===== src/rtl/wcs_pkg.sv =====
// Constants, types and word order for the waveform capture serial sender.
// Assumes one 25 MHz system clock and an AXI4-Lite register port.
package wcs_pkg;

	// ------------------------------------------------------------------
	// Timing
	// ------------------------------------------------------------------
	localparam int unsigned CLK_PERIOD_PS = 40000;
	localparam int unsigned HALF_FAST_PS = 62500; // Half period of 8 MHz
	localparam int unsigned HALF_SLOW_PS = 125000; // Half period of 4 MHz
	// Least times, so they round up to whole cycles
	localparam int unsigned HALF_FAST_CYC =
		(HALF_FAST_PS + CLK_PERIOD_PS - 1) / CLK_PERIOD_PS;
	localparam int unsigned HALF_SLOW_CYC =
		(HALF_SLOW_PS + CLK_PERIOD_PS - 1) / CLK_PERIOD_PS;
	localparam logic [2:0] HALF_FAST_M1 = 3'(HALF_FAST_CYC - 1);
	localparam logic [2:0] HALF_SLOW_M1 = 3'(HALF_SLOW_CYC - 1);
	localparam int unsigned GAP_SCLK_CYCLES = 7;
	localparam logic [3:0] GAP_TICKS_M1 = 4'(2 * GAP_SCLK_CYCLES - 1);

	// ------------------------------------------------------------------
	// Word layout
	// ------------------------------------------------------------------
	localparam int WORD_W = 32;
	localparam int SAMPLE_W = 24;
	localparam int MAX_WORDS = 16;

	// ------------------------------------------------------------------
	// Register map and fields
	// ------------------------------------------------------------------
	localparam int AXI_ADDR_W = 4;
	localparam logic [3:0] OFF_SETUP = 4'h0;
	localparam logic [3:0] OFF_GENERAL = 4'h4;
	localparam logic [3:0] OFF_STATUS = 4'h8;
	localparam int SETUP_CLK_BIT = 0;
	localparam int SETUP_SIZE_BIT = 1;
	localparam int SETUP_GAP_BIT = 2;
	localparam int SETUP_SET_LSB = 3;
	localparam int SETUP_POL_BIT = 5;
	localparam int SETUP_USED_W = 6;
	localparam int GEN_ENABLE_BIT = 6;
	localparam int STAT_BUSY_BIT = 0;
	localparam int STAT_ACTIVE_BIT = 1;
	localparam int STAT_SKIP_BIT = 2;
	localparam logic [5:0] SETUP_RESET = 6'h00;
	localparam logic [1:0] WSET_WAVE = 2'h1;
	localparam logic [1:0] WSET_POWER = 2'h2;
	localparam logic [1:0] RESP_OKAY = 2'h0;
	localparam logic [1:0] RESP_SLVERR = 2'h2;

	// Word order tables; entry 0 goes out first
	localparam logic [6:0][3:0] WAVE_SEQ =
		{4'h7, 4'h5, 4'h4, 4'h3, 4'h2, 4'h1, 4'h0};
	localparam logic [8:0][3:0] POWER_SEQ =
		{4'hf, 4'he, 4'hd, 4'hc, 4'hb, 4'ha, 4'h9, 4'h8, 4'h6};
	localparam logic [3:0] LAST_ALL = 4'hf;
	localparam logic [3:0] LAST_WAVE = 4'h6;
	localparam logic [3:0] LAST_POWER = 4'h8;

	// ------------------------------------------------------------------
	// Types
	// ------------------------------------------------------------------
	typedef enum logic [1:0] {
		WCS_IDLE = 2'b00,
		WCS_SHIFT = 2'b01,
		WCS_GAP = 2'b11
	} wcs_state_type;

	// Index 0 phase A current, 1 phase A voltage, 2 B current,
	// 3 B voltage, 4 C current, 5 C voltage, 6 apparent A,
	// 7 neutral current, 8 apparent B, 9 apparent C, 10..12 active A..C,
	// 13..15 fundamental reactive A..C
	typedef struct packed {
		logic [MAX_WORDS-1:0][SAMPLE_W-1:0] sample;
	} wcs_words_type;

	typedef struct packed {
		logic aw_held;
		logic [AXI_ADDR_W-1:0] aw_addr;
		logic w_held;
		logic [7:0] w_data;
		logic w_lane0;
		logic bvalid;
		logic [1:0] bresp;
		logic rvalid;
		logic [WORD_W-1:0] rdata;
		logic [1:0] rresp;
		logic [SETUP_USED_W-1:0] setup;
		logic enable;
		logic skipped;
		wcs_state_type state;
		logic [SETUP_USED_W-1:0] cfg;
		logic [2:0] tick;
		logic [3:0] gap;
		logic [4:0] bit_pos;
		logic [3:0] word_n;
		logic sclk;
		logic data;
		logic sel;
		wcs_words_type snap;
	} wcs_st_type;

	// Maps a position in the transfer to a sample index
	function automatic logic [3:0] wcs_seq_index(input logic [1:0] set,
		input logic [3:0] n);
		logic [3:0] idx;
		idx = n;
		if (set == WSET_WAVE) begin
			idx = WAVE_SEQ[n[2:0]];
		end else if (set == WSET_POWER) begin
			idx = POWER_SEQ[n];
		end
		return idx;
	endfunction : wcs_seq_index

	// Position of the last word of a transfer; code 11 acts as 00
	function automatic logic [3:0] wcs_seq_last(input logic [1:0] set);
		logic [3:0] last;
		last = LAST_ALL;
		if (set == WSET_WAVE) begin
			last = LAST_WAVE;
		end else if (set == WSET_POWER) begin
			last = LAST_POWER;
		end
		return last;
	endfunction : wcs_seq_last

endpackage : wcs_pkg


===== src/rtl/wcs_top.sv =====
// Waveform capture serial sender: register slave and serial master.
// Assumes sample_update, host_is_i2c and word_values come from logic on
// mclk; the serial clock is made here from mclk, so there is one domain.
//
// Function
// - Port off after reset until enable set
// - Enable only works with I2C host interface
// - Sign-extend 24-bit samples, sixteen words most
// - Device drives select, data and clock
// - Clock 8 MHz at zero, 4 MHz at one; halves rounded up to whole mclk cycles give 6.25 MHz and 3.125 MHz
// - New data bit on each falling edge
// - Package size 32 bits or 8 bits
// - Words go out most significant first
// - Gap enabled inserts seven idle clock cycles
// - No gap: back to back, size ignored
// - Word set 00 sends all sixteen words
// - Word set 01 sends seven waveform samples
// - Word set 10 sends nine power words
// - Word set 11 behaves as 00
// - Select polarity bit inverts all select levels
// - Setup bits 7 to 6 are ignored
// - Data and select pins high after reset
// - Long transfers run every other sample period
// - Short transfers run every sample period
//
// Implementation choices: the AXI4-Lite slave port and the register offsets.
`timescale 1ns/1ns
module wcs_top
	import wcs_pkg::*;
(
	input wire logic mclk, // System clock, 25 MHz
	input wire logic arst_n, // Asynchronous reset, active low
	input wire logic sample_update, // Waveform update pulse
	input wire logic host_is_i2c, // Host interface is I2C
	input wire wcs_words_type word_values, // Live sample words
	input wire logic [AXI_ADDR_W-1:0] s_axi_awaddr, // Write address
	input wire logic s_axi_awvalid, // Write address valid
	output logic s_axi_awready, // Write address ready
	input wire logic [31:0] s_axi_wdata, // Write data
	input wire logic [3:0] s_axi_wstrb, // Write byte strobes
	input wire logic s_axi_wvalid, // Write data valid
	output logic s_axi_wready, // Write data ready
	output logic [1:0] s_axi_bresp, // Write response
	output logic s_axi_bvalid, // Write response valid
	input wire logic s_axi_bready, // Write response ready
	input wire logic [AXI_ADDR_W-1:0] s_axi_araddr, // Read address
	input wire logic s_axi_arvalid, // Read address valid
	output logic s_axi_arready, // Read address ready
	output logic [31:0] s_axi_rdata, // Read data
	output logic [1:0] s_axi_rresp, // Read response
	output logic s_axi_rvalid, // Read data valid
	input wire logic s_axi_rready, // Read data ready
	output logic capture_serial_clock, // Serial clock out
	output logic capture_data_out, // Serial data out
	output logic capture_select_out // Select out
);

	// ------------------------------------------------------------------
	// Elaboration checks
	// ------------------------------------------------------------------
	if (HALF_FAST_CYC < 1 || HALF_SLOW_CYC > 8) begin : g_bad_rate
		$error("Serial clock divider does not fit the tick counter");
	end

	// ------------------------------------------------------------------
	// State and decoded terms
	// ------------------------------------------------------------------
	wcs_st_type st;
	wcs_st_type next_st;
	logic en_eff;
	logic [1:0] set;
	logic [2:0] half_m1;
	logic [SAMPLE_W-1:0] cur_sample;
	logic [WORD_W-1:0] cur_word;
	logic word_end;
	logic pkg_end;
	logic last_word;
	logic [WORD_W-1:0] rd_value;

	// Port only runs while enabled and the host side is I2C
	assign en_eff = st.enable & host_is_i2c;
	assign set = st.cfg[SETUP_SET_LSB +: 2];
	assign half_m1 = st.cfg[SETUP_CLK_BIT] ? HALF_SLOW_M1 : HALF_FAST_M1;
	// Sign extension of the selected sample
	assign cur_sample = st.snap.sample[wcs_seq_index(set, st.word_n)];
	assign cur_word = {{(WORD_W - SAMPLE_W){cur_sample[SAMPLE_W-1]}},
		cur_sample};
	assign word_end = (st.bit_pos == 5'h1f);
	assign last_word = (st.word_n == wcs_seq_last(set));
	// Package boundary only matters when gaps are on
	assign pkg_end = st.cfg[SETUP_GAP_BIT] & (st.cfg[SETUP_SIZE_BIT] ?
		(st.bit_pos[2:0] == 3'h7) : word_end);

	// Read mux; reserved and unused bits read as zero
	always_comb begin
		rd_value = '0;
		if (s_axi_araddr == OFF_SETUP) begin
			rd_value[SETUP_USED_W-1:0] = st.setup;
		end else if (s_axi_araddr == OFF_GENERAL) begin
			rd_value[GEN_ENABLE_BIT] = st.enable;
		end else if (s_axi_araddr == OFF_STATUS) begin
			rd_value[STAT_BUSY_BIT] = (st.state != WCS_IDLE);
			rd_value[STAT_ACTIVE_BIT] = en_eff;
			rd_value[STAT_SKIP_BIT] = st.skipped;
		end
	end

	// Handshake outputs
	assign s_axi_awready = ~st.aw_held;
	assign s_axi_wready = ~st.w_held;
	assign s_axi_arready = ~st.rvalid;
	assign s_axi_bvalid = st.bvalid;
	assign s_axi_bresp = st.bresp;
	assign s_axi_rvalid = st.rvalid;
	assign s_axi_rdata = st.rdata;
	assign s_axi_rresp = st.rresp;
	// Pins come straight from flops
	assign capture_serial_clock = st.sclk;
	assign capture_data_out = st.data;
	assign capture_select_out = st.sel;

	// ------------------------------------------------------------------
	// Next state
	// ------------------------------------------------------------------
	always_comb begin
		next_st = st;
		// Address and data are caught in either order
		if (s_axi_awvalid && !st.aw_held) begin
			next_st.aw_held = 1'b1;
			next_st.aw_addr = s_axi_awaddr;
		end
		if (s_axi_wvalid && !st.w_held) begin
			next_st.w_held = 1'b1;
			next_st.w_data = s_axi_wdata[7:0];
			next_st.w_lane0 = s_axi_wstrb[0];
		end
		if (st.bvalid && s_axi_bready) begin
			next_st.bvalid = 1'b0;
		end
		// Write commits once both halves are in and no answer waits
		if (st.aw_held && st.w_held && !st.bvalid) begin
			next_st.aw_held = 1'b0;
			next_st.w_held = 1'b0;
			next_st.bvalid = 1'b1;
			next_st.bresp = RESP_OKAY;
			if (st.aw_addr == OFF_SETUP) begin
				// Bits 7:6 are not stored
				if (st.w_lane0) begin
					next_st.setup = st.w_data[SETUP_USED_W-1:0];
				end
			end else if (st.aw_addr == OFF_GENERAL) begin
				// An enable written under the SPI host is dropped
				if (st.w_lane0 && host_is_i2c) begin
					next_st.enable = st.w_data[GEN_ENABLE_BIT];
				end
			end else if (st.aw_addr != OFF_STATUS) begin
				next_st.bresp = RESP_SLVERR;
			end
		end
		// Read channel answers one cycle after the address
		if (st.rvalid && s_axi_rready) begin
			next_st.rvalid = 1'b0;
		end
		if (s_axi_arvalid && !st.rvalid) begin
			next_st.rvalid = 1'b1;
			next_st.rdata = rd_value;
			next_st.rresp = (s_axi_araddr == OFF_SETUP ||
				s_axi_araddr == OFF_GENERAL ||
				s_axi_araddr == OFF_STATUS) ? RESP_OKAY : RESP_SLVERR;
		end

		// Serial engine; a disabled port parks every pin at idle
		if (!en_eff) begin
			next_st.state = WCS_IDLE;
			next_st.sclk = 1'b1;
			next_st.data = 1'b1;
			next_st.sel = ~st.setup[SETUP_POL_BIT];
		end else begin
			unique case (st.state)
				WCS_IDLE: begin
					next_st.sclk = 1'b1;
					next_st.data = 1'b1;
					next_st.sel = ~st.setup[SETUP_POL_BIT];
					// Snapshot words and setup so edits mid-frame are harmless
					if (sample_update) begin
						next_st.state = WCS_SHIFT;
						next_st.snap = word_values;
						next_st.cfg = st.setup;
						next_st.word_n = '0;
						next_st.bit_pos = '0;
						next_st.skipped = 1'b0;
						next_st.tick = st.setup[SETUP_CLK_BIT] ?
							HALF_SLOW_M1 : HALF_FAST_M1;
						next_st.sel = st.setup[SETUP_POL_BIT];
					end
				end
				WCS_SHIFT: begin
					if (st.tick != 3'h0) begin
						next_st.tick = st.tick - 3'h1;
					end else begin
						next_st.tick = half_m1;
						if (st.sclk) begin
							// Falling edge carries the next bit, MSB first
							next_st.sclk = 1'b0;
							next_st.data = cur_word[5'h1f - st.bit_pos];
						end else begin
							next_st.sclk = 1'b1;
							next_st.bit_pos = st.bit_pos + 5'h1;
							if (word_end && last_word) begin
								// Data and select hold past the last rise, so
								// the slave never sees them move on its edge
								next_st.state = WCS_IDLE;
							end else begin
								if (word_end) begin
									next_st.word_n = st.word_n + 4'h1;
								end
								if (pkg_end) begin
									next_st.state = WCS_GAP;
									next_st.gap = GAP_TICKS_M1;
								end
							end
						end
					end
				end
				WCS_GAP: begin
					// Clock rests high while select is inactive; select
					// drops one cycle after the rise that ends the package
					next_st.sel = ~st.cfg[SETUP_POL_BIT];
					if (st.tick != 3'h0) begin
						next_st.tick = st.tick - 3'h1;
					end else begin
						next_st.tick = half_m1;
						if (st.gap == 4'h0) begin
							next_st.state = WCS_SHIFT;
							next_st.sel = st.cfg[SETUP_POL_BIT];
						end else begin
							next_st.gap = st.gap - 4'h1;
						end
					end
				end
				default: begin
					next_st.state = WCS_IDLE;
				end
			endcase
			// An update during a frame is skipped: half rate results
			if (sample_update && st.state != WCS_IDLE) begin
				next_st.skipped = 1'b1;
			end
		end
	end

	// ------------------------------------------------------------------
	// Registers
	// ------------------------------------------------------------------
	always_ff @(posedge mclk or negedge arst_n) begin
		if (!arst_n) begin
			st <= '0;
			st.sclk <= 1'b1;
			st.data <= 1'b1;
			st.sel <= 1'b1;
			st.setup <= SETUP_RESET;
		end else begin
			st <= next_st;
		end
	end
endmodule : wcs_top


===== config.mk =====
export PLATFORM = sky130hd
export DESIGN_NAME = wcs_top
export DESIGN_NICKNAME = d
export VERILOG_FILES = /design/src/rtl/wcs_pkg.sv /design/src/rtl/wcs_top.sv
export SDC_FILE = /design/constraint.sdc
export NUM_CORES = 1
export LEC_CHECK = 0
export ABC_AREA = 1
export BUFFER_PORTS_ARGS = -buffer_cell sky130_fd_sc_hd__buf_4
export CORE_MARGIN = 1
export CORE_UTILIZATION = 50
export CTS_BUF_LIST = sky130_fd_sc_hd__clkbuf_4 sky130_fd_sc_hd__clkbuf_8
export DETAILED_ROUTE_END_ITERATION = 6
export PLACE_DENSITY = 0.74
export SLEW_MARGIN = 20
export SYNTH_ARGS = -nofsm -noshare
export SYNTH_HDL_FRONTEND = slang
export SYNTH_SLANG_ARGS = --single-unit

===== constraint.sdc =====
create_clock -name mclk -period 2.5 [get_ports mclk]
set_input_delay 0.25 -clock mclk [delete_from_list [all_inputs] [get_ports mclk]]
set_output_delay 0.25 -clock mclk [all_outputs]
set_load 0.1 [all_outputs]

==> impl_metrics.tcl, run 1 <==
set metrics [dict create \
    p_int_mw 23.8 \
    p_comb_share_pct 56.2 \
    switchingPower_mw 19.0 \
    path_max_fanout 18 \
    fin_crit_sh_pct 109 \
    status "finished, violations left" \
    netSwitchingFraction_pct 44.5 \
    worstHoldEndpoint "s_axi_rdata[1]$_DFFE_PN0P_" \
    worstRegToRegCells 20 \
    worstHoldStart "s_axi_araddr[0]" \
    power.density_nw_per_um2 1310 \
    cts_buffer_depth 3 \
    grt_max_degree 119 \
    crit_arrival_ns 3.28 \
    drv_cap 0 \
    r2r_slack_ns -0.22 \
    vias_per_cell 5.54 \
    synth.most_common_cell "nand2_1" \
    initial_core_util_pct 50.7 \
    drt_iter0_drc 2685 \
    tns_ns -0.221 \
    clk_latency_ns 0.64 \
    synth_top_cell_by_area "dfrtp_1" \
    ys_ff_latch 444 \
    timing.rr.end "capture_data_out$_DFFE_PN1P_" \
    cp_data_required_time_ns 3.06 \
    syn_inst 2878 \
    drive_gt1_share_pct 20.7 \
    postRouteAntennaNets 0 \
    ios 481 \
    slew_violations 0 \
    drc 0 \
    crit_path_end_kind "register" \
    clkTransAtPathRegs_ns 0.06 \
    htree_levels 3 \
    seq_area_frac_synth_pct 50.9 \
    hold_viol_final 0 \
    die-area_um2 44500 \
    rows 76 \
    worst_pin_slew_ns 0.819 \
    synthTopCellsByCount "nand2_1, dfrtp_1, nand3_1" \
    grt_pass1_wl_mm 131 \
    timing.rr.start "set[0]$_DFFE_PN0P_" \
    place.port_buffers 425 \
    tritoncts "done" \
    path_class "reg2reg" \
    fin_ws_ns -0.221 \
    clock.fmax_mhz 368 \
    fin_crit_ns 2.72 \
    start_kind "register" \
    postLayoutCoreUtil_pct 76.0 \
    pwr-share-seq_pct 27.2 \
    cellLeakagePower_nw 16.6 \
    ys_warn_count 0 \
    hold_depth 6 \
    syn_area_um2 21800 \
    wl_per_cell_um 19.9 \
    syn_avg_cell_area_um2 7.58 \
    drt_wl_total_mm 87.5 \
    place.gp.congestion 0.935 \
    synth_cell_types 39 \
    grt_usage_pct 38.1 \
    ir_drop_mv 0.916 \
    skew_ns 0.0286 \
    hp-class "in2reg" \
    die_x_um 211 \
    via_count 24355 \
    synthTopCellsByArea "dfrtp_1, nand2_1, nand3_1, o21ai_0, inv_1" \
    violations "setup timing" \
    cts_buffers 77 \
    area_delta_synth_final_pct 50.1 \
    overflow 0 \
    synth_edf_count 0 \
    coreArea_um2 43100 \
    synth-async-reset-ratio_pct 100 \
    relSlewSlack_pct 45.0 \
    clock-sinks 444 \
    antenna_found_initial 11 \
    die_h_um 211 \
    clockRootBuffer "clkbuf_8" \
    nFillCells 2903 \
    synth_top_area_share_pct 50.6 \
    pwr-share-clk_pct 16.6 \
    dp_hpwl_mm 49.4 \
    setup_viol 1 \
    dr.pass1.iters 6 \
    nNetsFinal 4191 \
    place_ws_ns -0.286 \
    rsz0062_at_grt "true" \
    yosys_most_used_dff "dfrtp_1" \
    grt_pass1_vias 24087 \
]
[worst max-delay path by stage]
stage | start | endpoint | slack (ns) | cells after the start
final | set[0]$_DFFE_PN0P_ | capture_data_out$_DFFE_PN1P_ | -0.22 | 20
after global routing | set[0]$_DFFE_PN0P_ | capture_data_out$_DFFE_PN1P_ | -0.38 | 21
after CTS | set[1]$_DFFE_PN0P_ | capture_data_out$_DFFE_PN1P_ | -0.14 | 21
after detailed placement | set[1]$_DFFE_PN0P_ | capture_data_out$_DFFE_PN1P_ | -0.29 | 19
after global placement | set[1]$_DFFE_PN0P_ | capture_data_out$_DFFE_PN1P_ | -0.27 | 19
after floorplan | s_axi_rvalid$_DFFE_PN0P_ | s_axi_rvalid$_DFFE_PN0P_ | 0.16 | 4
[critical path, cell delays in order (launching register included)]
cell,delay [ns]
dfrtp_1,0.42
inv_2,0.08
ha_2,0.18
inv_2,0.06
nor2_2,0.09
nand3_2,0.10
nand2_4,0.12
nand2_8,0.11
buf_4,0.16
buf_6,0.11
clkbuf_16,0.18
nand2_1,0.11
nand3_1,0.09
nand3_1,0.10
nand3_2,0.13
nand3_1,0.12
nand3_2,0.09
nand2_1,0.09
nand3_1,0.08
a21oi_2,0.17
a21oi_2,0.07
[cells by family after synthesis]
logic type | Yosys count | share of synthesized area, %
multiplexers | 4 | 0.206
other | 1 | 0.0172
XOR/XNOR | 3 | 0.120
AND/OR/NAND/NOR | 1675 | 31.8
buffers and inverters | 449 | 9.10
adder cells (fa/ha/maj) | 13 | 0.745
AO/OA/AOI/OAI | 289 | 7.05
flip-flops | 444 | 50.9
[cells in the final DEF, fill, tap and decap left out, drive strengths merged, types with 9 or more instances in the layout]
| cell type | count |
|---|---|
| nor2 | 45 |
| nand2 | 1170 |
| inv | 235 |
| o211ai | 21 |
| clkinv | 9 |
| nand3 | 429 |
| o21ai | 226 |
| conb | 27 |
| dfrtp | 441 |
| ha | 13 |
| a21oi | 28 |
| nand3b | 21 |
| buf | 553 |
| clkbuf | 135 |
| diode | 9 |
| dlygate4sd3 | 407 |
[power by group through the flow]
stage | clock [mW] | combinational, mW | sequential, mW
floorplan | 0 | 12.4 | 11.3
global placement | 0 | 18.8 | 11.5
detailed placement | 0 | 19.1 | 11.6
CTS | 7.11 | 20.7 | 11.5
global route | 7.48 | 25.8 | 11.9
finish | 7.12 | 24.1 | 11.6
[per-layer routing]
metal	up-vias	track usage, %	share of wire (%)
li1	10830	-	-
met1	11520	47.8	38
met2	1646	60.6	47
met3	353	9.20	9.9
met4	6	21.7	5.8
met5	-	0	0.042
[metrics by stage]
step	power, mW	hold slack (ns)	area, um2	std cells
finish	42.8	0.103	32700	4394
detailed placement	30.7	0.249	26000	3791
global route	45.2	0.145	32700	4390
floorplan	23.7	-0.0456	21900	2904
CTS	39.3	0.0343	32000	4352
global placement	30.3	0.255	26000	3791
[sequential cells by signal, indices dropped and copies added (netlist names)]
| signal | flops |
|---|---|
| capture_serial_clock | 1 |
| s_axi_rvalid | 1 |
| s_axi_bvalid | 1 |
| s_axi_rdata | 7 |
| st | 428 |
| capture_data_out | 1 |
| capture_select_out | 1 |
| s_axi_rresp | 1 |
| set | 2 |
| s_axi_bresp | 1 |
[area by class of cell]
type                    instances  area [um2]  area share [%]
diodes                          9        22.5          0.0688
well taps                     585         732            2.24
repair buffers                972        9200            28.1
flip-flops and latches        444       11100            33.9
multi-input cells            2012        9140            27.9
inverters                     234         898            2.74
clock buffers                 125        1560            4.78
clock inverters                13        76.3           0.233
[what timing repair did]
action,in CTS,in global routing
hold buffers,407,0
gates resized for setup,13,68
pin swaps,4,17
setup endpoints to repair,1,1
hold endpoints to repair,468,0
buffers inserted,12,24
gates cloned,4,10
Power figures use the tool's default switching activity.
==> run 2: changes to the inputs <==
--- a/config.mk
+++ b/config.mk
@@ -5,13 +5,14 @@
 export SDC_FILE = /design/constraint.sdc
 export NUM_CORES = 1
 export LEC_CHECK = 0
-export ABC_AREA = 1
 export BUFFER_PORTS_ARGS = -buffer_cell sky130_fd_sc_hd__buf_4
+export CELL_PAD_IN_SITES_DETAIL_PLACEMENT = 1
+export CELL_PAD_IN_SITES_GLOBAL_PLACEMENT = 2
 export CORE_MARGIN = 1
-export CORE_UTILIZATION = 50
+export CORE_UTILIZATION = 33
 export CTS_BUF_LIST = sky130_fd_sc_hd__clkbuf_4 sky130_fd_sc_hd__clkbuf_8
 export DETAILED_ROUTE_END_ITERATION = 6
-export PLACE_DENSITY = 0.74
+export PLACE_DENSITY_LB_ADDON = 0.1
 export SLEW_MARGIN = 20
 export SYNTH_ARGS = -nofsm -noshare
 export SYNTH_HDL_FRONTEND = slang
==> impl_metrics.tcl, run 2 <==
set metrics [dict create \
    clkTransAtPathRegs_ns 0.07 \
    cts_buffers 81 \
    via_count 21666 \
    hold_depth 3 \
    synth_cell_types 62 \
    syn_inst 2576 \
    seq_area_frac_synth_pct 51.6 \
    path_class "reg2reg" \
    largest_reg_flops 428 \
    drt_wl_total_mm 93.4 \
    fin_crit_ns 3.26 \
    relSlewSlack_pct 52.5 \
    place_ws_ns -1.05 \
    fin_crit_sh_pct 130 \
    r2r_slack_ns -0.76 \
    place.port_buffers 425 \
    synth_top_cell_by_area "dfrtp_1" \
    synth.most_common_cell "nand2_1" \
    cp_data_required_time_ns 3.10 \
    setup_viol 1 \
    antenna_found_initial 4 \
    synth_top_area_share_pct 51.3 \
    hp-class "in2reg" \
    violations "setup timing" \
    busiest_layer "met2" \
    coreArea_um2 64500 \
    clockRootBuffer "clkbuf_8" \
    dr.pass1.iters 5 \
    grt_pass1_wl_mm 142 \
    die_h_um 257 \
    register_area_um2 11100 \
    vias_per_cell 4.91 \
    start_kind "register" \
    holdWs_ns 0.141 \
    final_common_cell "nand2_1" \
    clock-sinks 444 \
    synth-async-reset-ratio_pct 100 \
    tritoncts "done" \
    power.density_nw_per_um2 1110 \
    path_max_fanout 9 \
    ir_drop_mv 0.672 \
    timing.rr.end "capture_data_out$_DFFE_PN1P_" \
    slew_violations 0 \
    dp_hpwl_mm 64.8 \
    nFillCells 7543 \
    worst_pin_slew_ns 0.705 \
    grt_max_degree 90 \
    rows 93 \
    fin_ws_ns -0.758 \
    gr-usage-met3_pct 3.26 \
    hold_viol_final 0 \
    drt_iter0_drc 1249 \
    drive_gt1_share_pct 23.3 \
    drv_cap 0 \
    worstHoldStart "s_axi_arvalid" \
    postRouteAntennaNets 0 \
    die_x_um 257 \
    cts_buffer_depth 3 \
    htree_levels 3 \
    worstRegToRegCells 11 \
    place.gp.congestion 0.870 \
    area_delta_synth_final_pct 52.8 \
    drc 0 \
    syn_avg_cell_area_um2 8.36 \
    ys_warn_count 0 \
    clk_latency_ns 0.68 \
    timing.rr.start "st[387]$_DFFE_PN0P_" \
    ys_ff_latch 444 \
    postLayoutCoreUtil_pct 51.0 \
    ios 481 \
    grt_usage_pct 28.2 \
    cellLeakagePower_nw 17.1 \
    initial_core_util_pct 33.4 \
    worstHoldEndpoint "s_axi_rvalid$_DFFE_PN0P_" \
    largest-register "st" \
    tns_ns -0.758 \
    clock.fmax_mhz 307 \
    status "finished, violations left" \
    syn_area_um2 21500 \
    power_mw 36.5 \
    synthTopCellsByArea "dfrtp_1, nand2_1, mux2i_1, clkbuf_1, nand3_1" \
    multiInputGateArea_um2 9680 \
    met2_usage_pct 51.0 \
    synth_edf_count 0 \
    synthTopCellsByCount "nand2_1, dfrtp_1, clkbuf_1" \
    rsz0062_at_grt "true" \
    grt_pass1_vias 24090 \
    nNetsFinal 3937 \
    skew_ns 0.0285 \
    overflow 0 \
    wl_per_cell_um 21.2 \
    die-area_um2 66300 \
    yosys_most_used_dff "dfrtp_1" \
    final_cell_mix "nand2_1, buf_4, dfrtp_1, dlygate4sd3_1, clkbuf_8" \
    use_met1_pct 34.1 \
    crit_path_end_kind "register" \
    crit_arrival_ns 3.85 \
]
[run 2: cell types whose count changed after synthesis, moves of 107 or more]
| cell | change |
|---|---|
| nand2_1 | +221 |
| inv_1 | -204 |
| nand3_1 | -347 |
| mux2i_1 | +107 |
| o21ai_0 | -167 |
[run 2: power breakdown]
part | switching (mW) | internal [mW] | total, mW
Sequential | 1.69 | 9.47 | 11.2
Combinational | 9.73 | 7.63 | 17.4
Clock | 3.31 | 4.70 | 8.01
Total | 14.7 | 21.8 | 36.5
[run 2: cell families after synthesis]
family	synth area share, %
and+or+nand+nor	28.7
DFF	51.6
buffers and inverters	5.24
AOI/OAI and AO/OA	6.34
muxes	7.07
adders and majority gates	0.755
xor gates and xnor gates	0.285
other	0.0174
[run 2: what timing repair did]
item | 4_1_cts | 5_1_grt
setup buffers | 2 | 0
hold buffers | 410 | 0
setup endpoints to repair | 1 | 1
hold endpoints to repair | 467 | 0
pin swaps | 2 | 2
resized for setup | 44 | 8
gates cloned | 1 | 0
[run 2: worst max-delay path, stage by stage, from the launching register on]
cell and delay (ns):
dfrtp_2 0.44, buf_4 0.16, nor2b_2 0.17, o41ai_4 0.36, and2_4 0.27, buf_12 0.16, mux4_2 0.52, a2111oi_1 0.43
or4_1 0.20, o2111ai_2 0.13, a211oi_1 0.27, a311oi_1 0.07
[run 2: cell type report]
cell class              count  area share [%]
diodes                      5          0.0380
clock buffers             122            4.72
clock inverters            24           0.917
inverters                  23           0.300
multi-input cells        1933            29.4
flip-flops and latches    444            33.8
well taps                 855            3.25
repair buffers           1004            27.5
[run 2: how the worst max path moves through the flow]
stage	startpoint	to	slack, ns	cells past startpoint
after floorplan	st[387]$_DFFE_PN0P_	capture_data_out$_DFFE_PN1P_	-0.38	15
after global routing	set[0]$_DFFE_PN0P_	capture_data_out$_DFFE_PN1P_	-0.89	14
after detailed placement	set[1]$_DFFE_PN0P_	capture_data_out$_DFFE_PN1P_	-1.05	12
final	st[387]$_DFFE_PN0P_	capture_data_out$_DFFE_PN1P_	-0.76	11
after global placement	set[1]$_DFFE_PN0P_	capture_data_out$_DFFE_PN1P_	-0.95	12
after CTS	st[387]$_DFFE_PN0P_	capture_data_out$_DFFE_PN1P_	-0.74	14
[run 2: metal layers]
| layer | part of all wire (%) | up-vias |
|---|---|---|
| met5 | 0 | - |
| met3 | 3.2 | 156 |
| met1 | 41 | 10897 |
| met2 | 52 | 503 |
| li1 | - | 10110 |
| met4 | 3.4 | 0 |
[run 2: through the flow]
stage	area [um2]	instances
after floorplan	21700	2602
final	32900	4410
after global routing	32900	4410
after detailed placement	26700	3846
after global placement	26700	3846
after CTS	32800	4405
==> run 3: changes to the inputs <==
==> constraint.sdc (replaced) <==
create_clock -name mclk -period 3.4 [get_ports mclk]
set_input_delay 0.34 -clock mclk [delete_from_list [all_inputs] [get_ports mclk]]
set_output_delay 0.34 -clock mclk [all_outputs]
set_load 0.1 [all_outputs]
==> impl_metrics.tcl, run 3 (synthesized netlist as in run 2, its figures left out) <==
set metrics [dict create \
    status "finished, violations left" \
    violations "setup timing" \
    largest_reg_flops 428 \
    slew_violations 0 \
    overflow 0 \
    worstHoldStart "host_is_i2c" \
    cellLeakagePower_nw 16.7 \
    hold_viol_final 0 \
    dp_hpwl_mm 60.1 \
    path_buf_inv 3 \
    r2r_slack_ns -0.03 \
    ios 481 \
    setup_viol 1 \
    place.gp.congestion 0.854 \
    clockRootBuffer "clkbuf_8" \
    slowest_delay_ns 0.48 \
    clk_latency_ns 0.68 \
    drt_iter0_drc 1208 \
    ir_drop_mv 0.506 \
    clkTransAtPathRegs_ns 0.06 \
    nFillCells 7515 \
    start_kind "register" \
    fin_crit_ns 3.43 \
    timing.rr.start "st[388]$_DFFE_PN0P_" \
    drc 0 \
    coreArea_um2 64500 \
    drive_gt1_share_pct 22.5 \
    cp_top_family "multiplexers" \
    grt_pass1_vias 23619 \
    nNetsFinal 3880 \
    hold_depth 4 \
    worst_pin_slew_ns 1.08 \
    path_max_fanout 29 \
    multiInputGateArea_um2 9810 \
    power.density_nw_per_um2 825 \
    htree_levels 3 \
    crit_arrival_ns 4.01 \
    cp_slowest_cell "mux4_2" \
    postRouteAntennaNets 0 \
    rows 93 \
    crit_path_end_kind "register" \
    largest-register "st" \
    final_cell_mix "nand2_1, buf_4, dfrtp_1, dlygate4sd3_1, clkbuf_8" \
    postPlaceCellArea_um2 25900 \
    cts_buffer_depth 3 \
    timing.rr.end "capture_data_out$_DFFE_PN1P_" \
    skew_ns 0.0184 \
    drt_wl_total_mm 92.3 \
    rsz0062_at_grt "true" \
    holdWs_ns 0.130 \
    fin_ws_ns -0.0348 \
    power_mw 26.8 \
    register_area_um2 11100 \
    relSlewSlack_pct 27.9 \
    clock-sinks 444 \
    cts_buffers 83 \
    final_common_cell "nand2_1" \
    area_delta_synth_final_pct 50.7 \
    via_count 21312 \
    hp-class "in2reg" \
    drv_cap 0 \
    wl_per_cell_um 21.2 \
    cp_data_required_time_ns 3.97 \
    tritoncts "done" \
    dr.pass1.iters 4 \
    postLayoutCoreUtil_pct 50.3 \
    fin_crit_sh_pct 101 \
    grt_max_degree 206 \
    die_x_um 257 \
    crit_chain "inv_1, ha_1, nand4bb_2, o21a_4, buf_12, buf_12, mux2i_1, mux2i_2, mux2i_1, mux4_2, a221oi_2, a211oi_2, a311oi_1" \
    antenna_found_initial 6 \
    vias_per_cell 4.90 \
    worstHoldEndpoint "st[412]$_DFFE_PN0P_" \
    path_class "reg2reg" \
    clock.fmax_mhz 291 \
    die_h_um 257 \
    die-area_um2 66300 \
    worstRegToRegCells 13 \
    place.port_buffers 425 \
    initial_core_util_pct 33.4 \
    design_area_um2 32500 \
    grt_pass1_wl_mm 140 \
    grt_usage_pct 27.7 \
]
## run 3: cell count changes in the layout (fill, tap and decap cells not counted), sizes merged
cell / change
buf: -59
clkinv: -8
bufbuf: +2
o21ai: -1
bufinv: -6
dlygate4sd3: -2
clkbuf: +11
inv: -1
clkinvlp: +1
## run 3: layout make-up
cell class	instances	share of cell area, %
antenna	5	0.0385
clock buffer	132	5.12
clock inverter	10	0.247
inverter	23	0.266
multi-input combinational	1932	30.2
sequential	444	34.2
tap	855	3.30
timing repair buffer	946	26.6
## run 3: report_power, final
group	internal, mW	switching (mW)
Clock	3.15	2.38
Combinational	5.56	7.70
Sequential	6.96	1.05
Total	15.7	11.1
## run 3: how the worst max path moves through the flow
| stage | startpoint | to | slack (ns) | cells after the start |
|---|---|---|---|---|
| after CTS | set[1]$_DFFE_PN0P_ | capture_data_out$_DFFE_PN1P_ | 0.005 | 14 |
| final | st[388]$_DFFE_PN0P_ | capture_data_out$_DFFE_PN1P_ | -0.03 | 13 |
| after global placement | set[0]$_DFFE_PN0P_ | capture_data_out$_DFFE_PN1P_ | -0.30 | 13 |
| after global routing | st[388]$_DFFE_PN0P_ | capture_data_out$_DFFE_PN1P_ | -0.09 | 13 |
| after detailed placement | set[0]$_DFFE_PN0P_ | capture_data_out$_DFFE_PN1P_ | -0.43 | 13 |
| after floorplan | st[388]$_DFFE_PN0P_ | capture_data_out$_DFFE_PN1P_ | 0.17 | 15 |
## run 3: repair_timing
action | 4_1_cts | 5_1_grt
hold buffers | 408 | 0
cloned | 3 | 1
hold endpoints to repair | 484 | 0
resized for setup | 52 | 36
pin swaps | 3 | 10
buffers inserted | 5 | 10
endpoints found under the setup margin | 1 | 1
## run 3: layer usage
| metal | track usage (%) | vias up | share of wire, % |
|---|---|---|---|
| met5 | 0 | - | 0.014 |
| met4 | 11.0 | 2 | 3.8 |
| met3 | 3.76 | 181 | 3.6 |
| met2 | 49.5 | 526 | 51 |
| met1 | 33.5 | 10627 | 41 |
| li1 | - | 9976 | - |
## run 3: tightest hold or removal path, delay by kind of cell
| kind | cells | cell delay, ns |
|---|---|---|
| and+or+nand+nor | 2 | 0.15 |
| muxes | 1 | 0.14 |
| buffers and inverters | 1 | 0.13 |
## run 3: through the flow
stage | setup WS (ns) | cells | TNS [ns]
final | -0.0348 | 4347 | -0.0348
after global routing | -0.0915 | 4347 | -0.0915
after CTS | 0.00457 | 4332 | 0
after detailed placement | -0.427 | 3774 | -0.427
after global placement | -0.302 | 3774 | -0.302
after floorplan | 0.171 | 2602 | 0
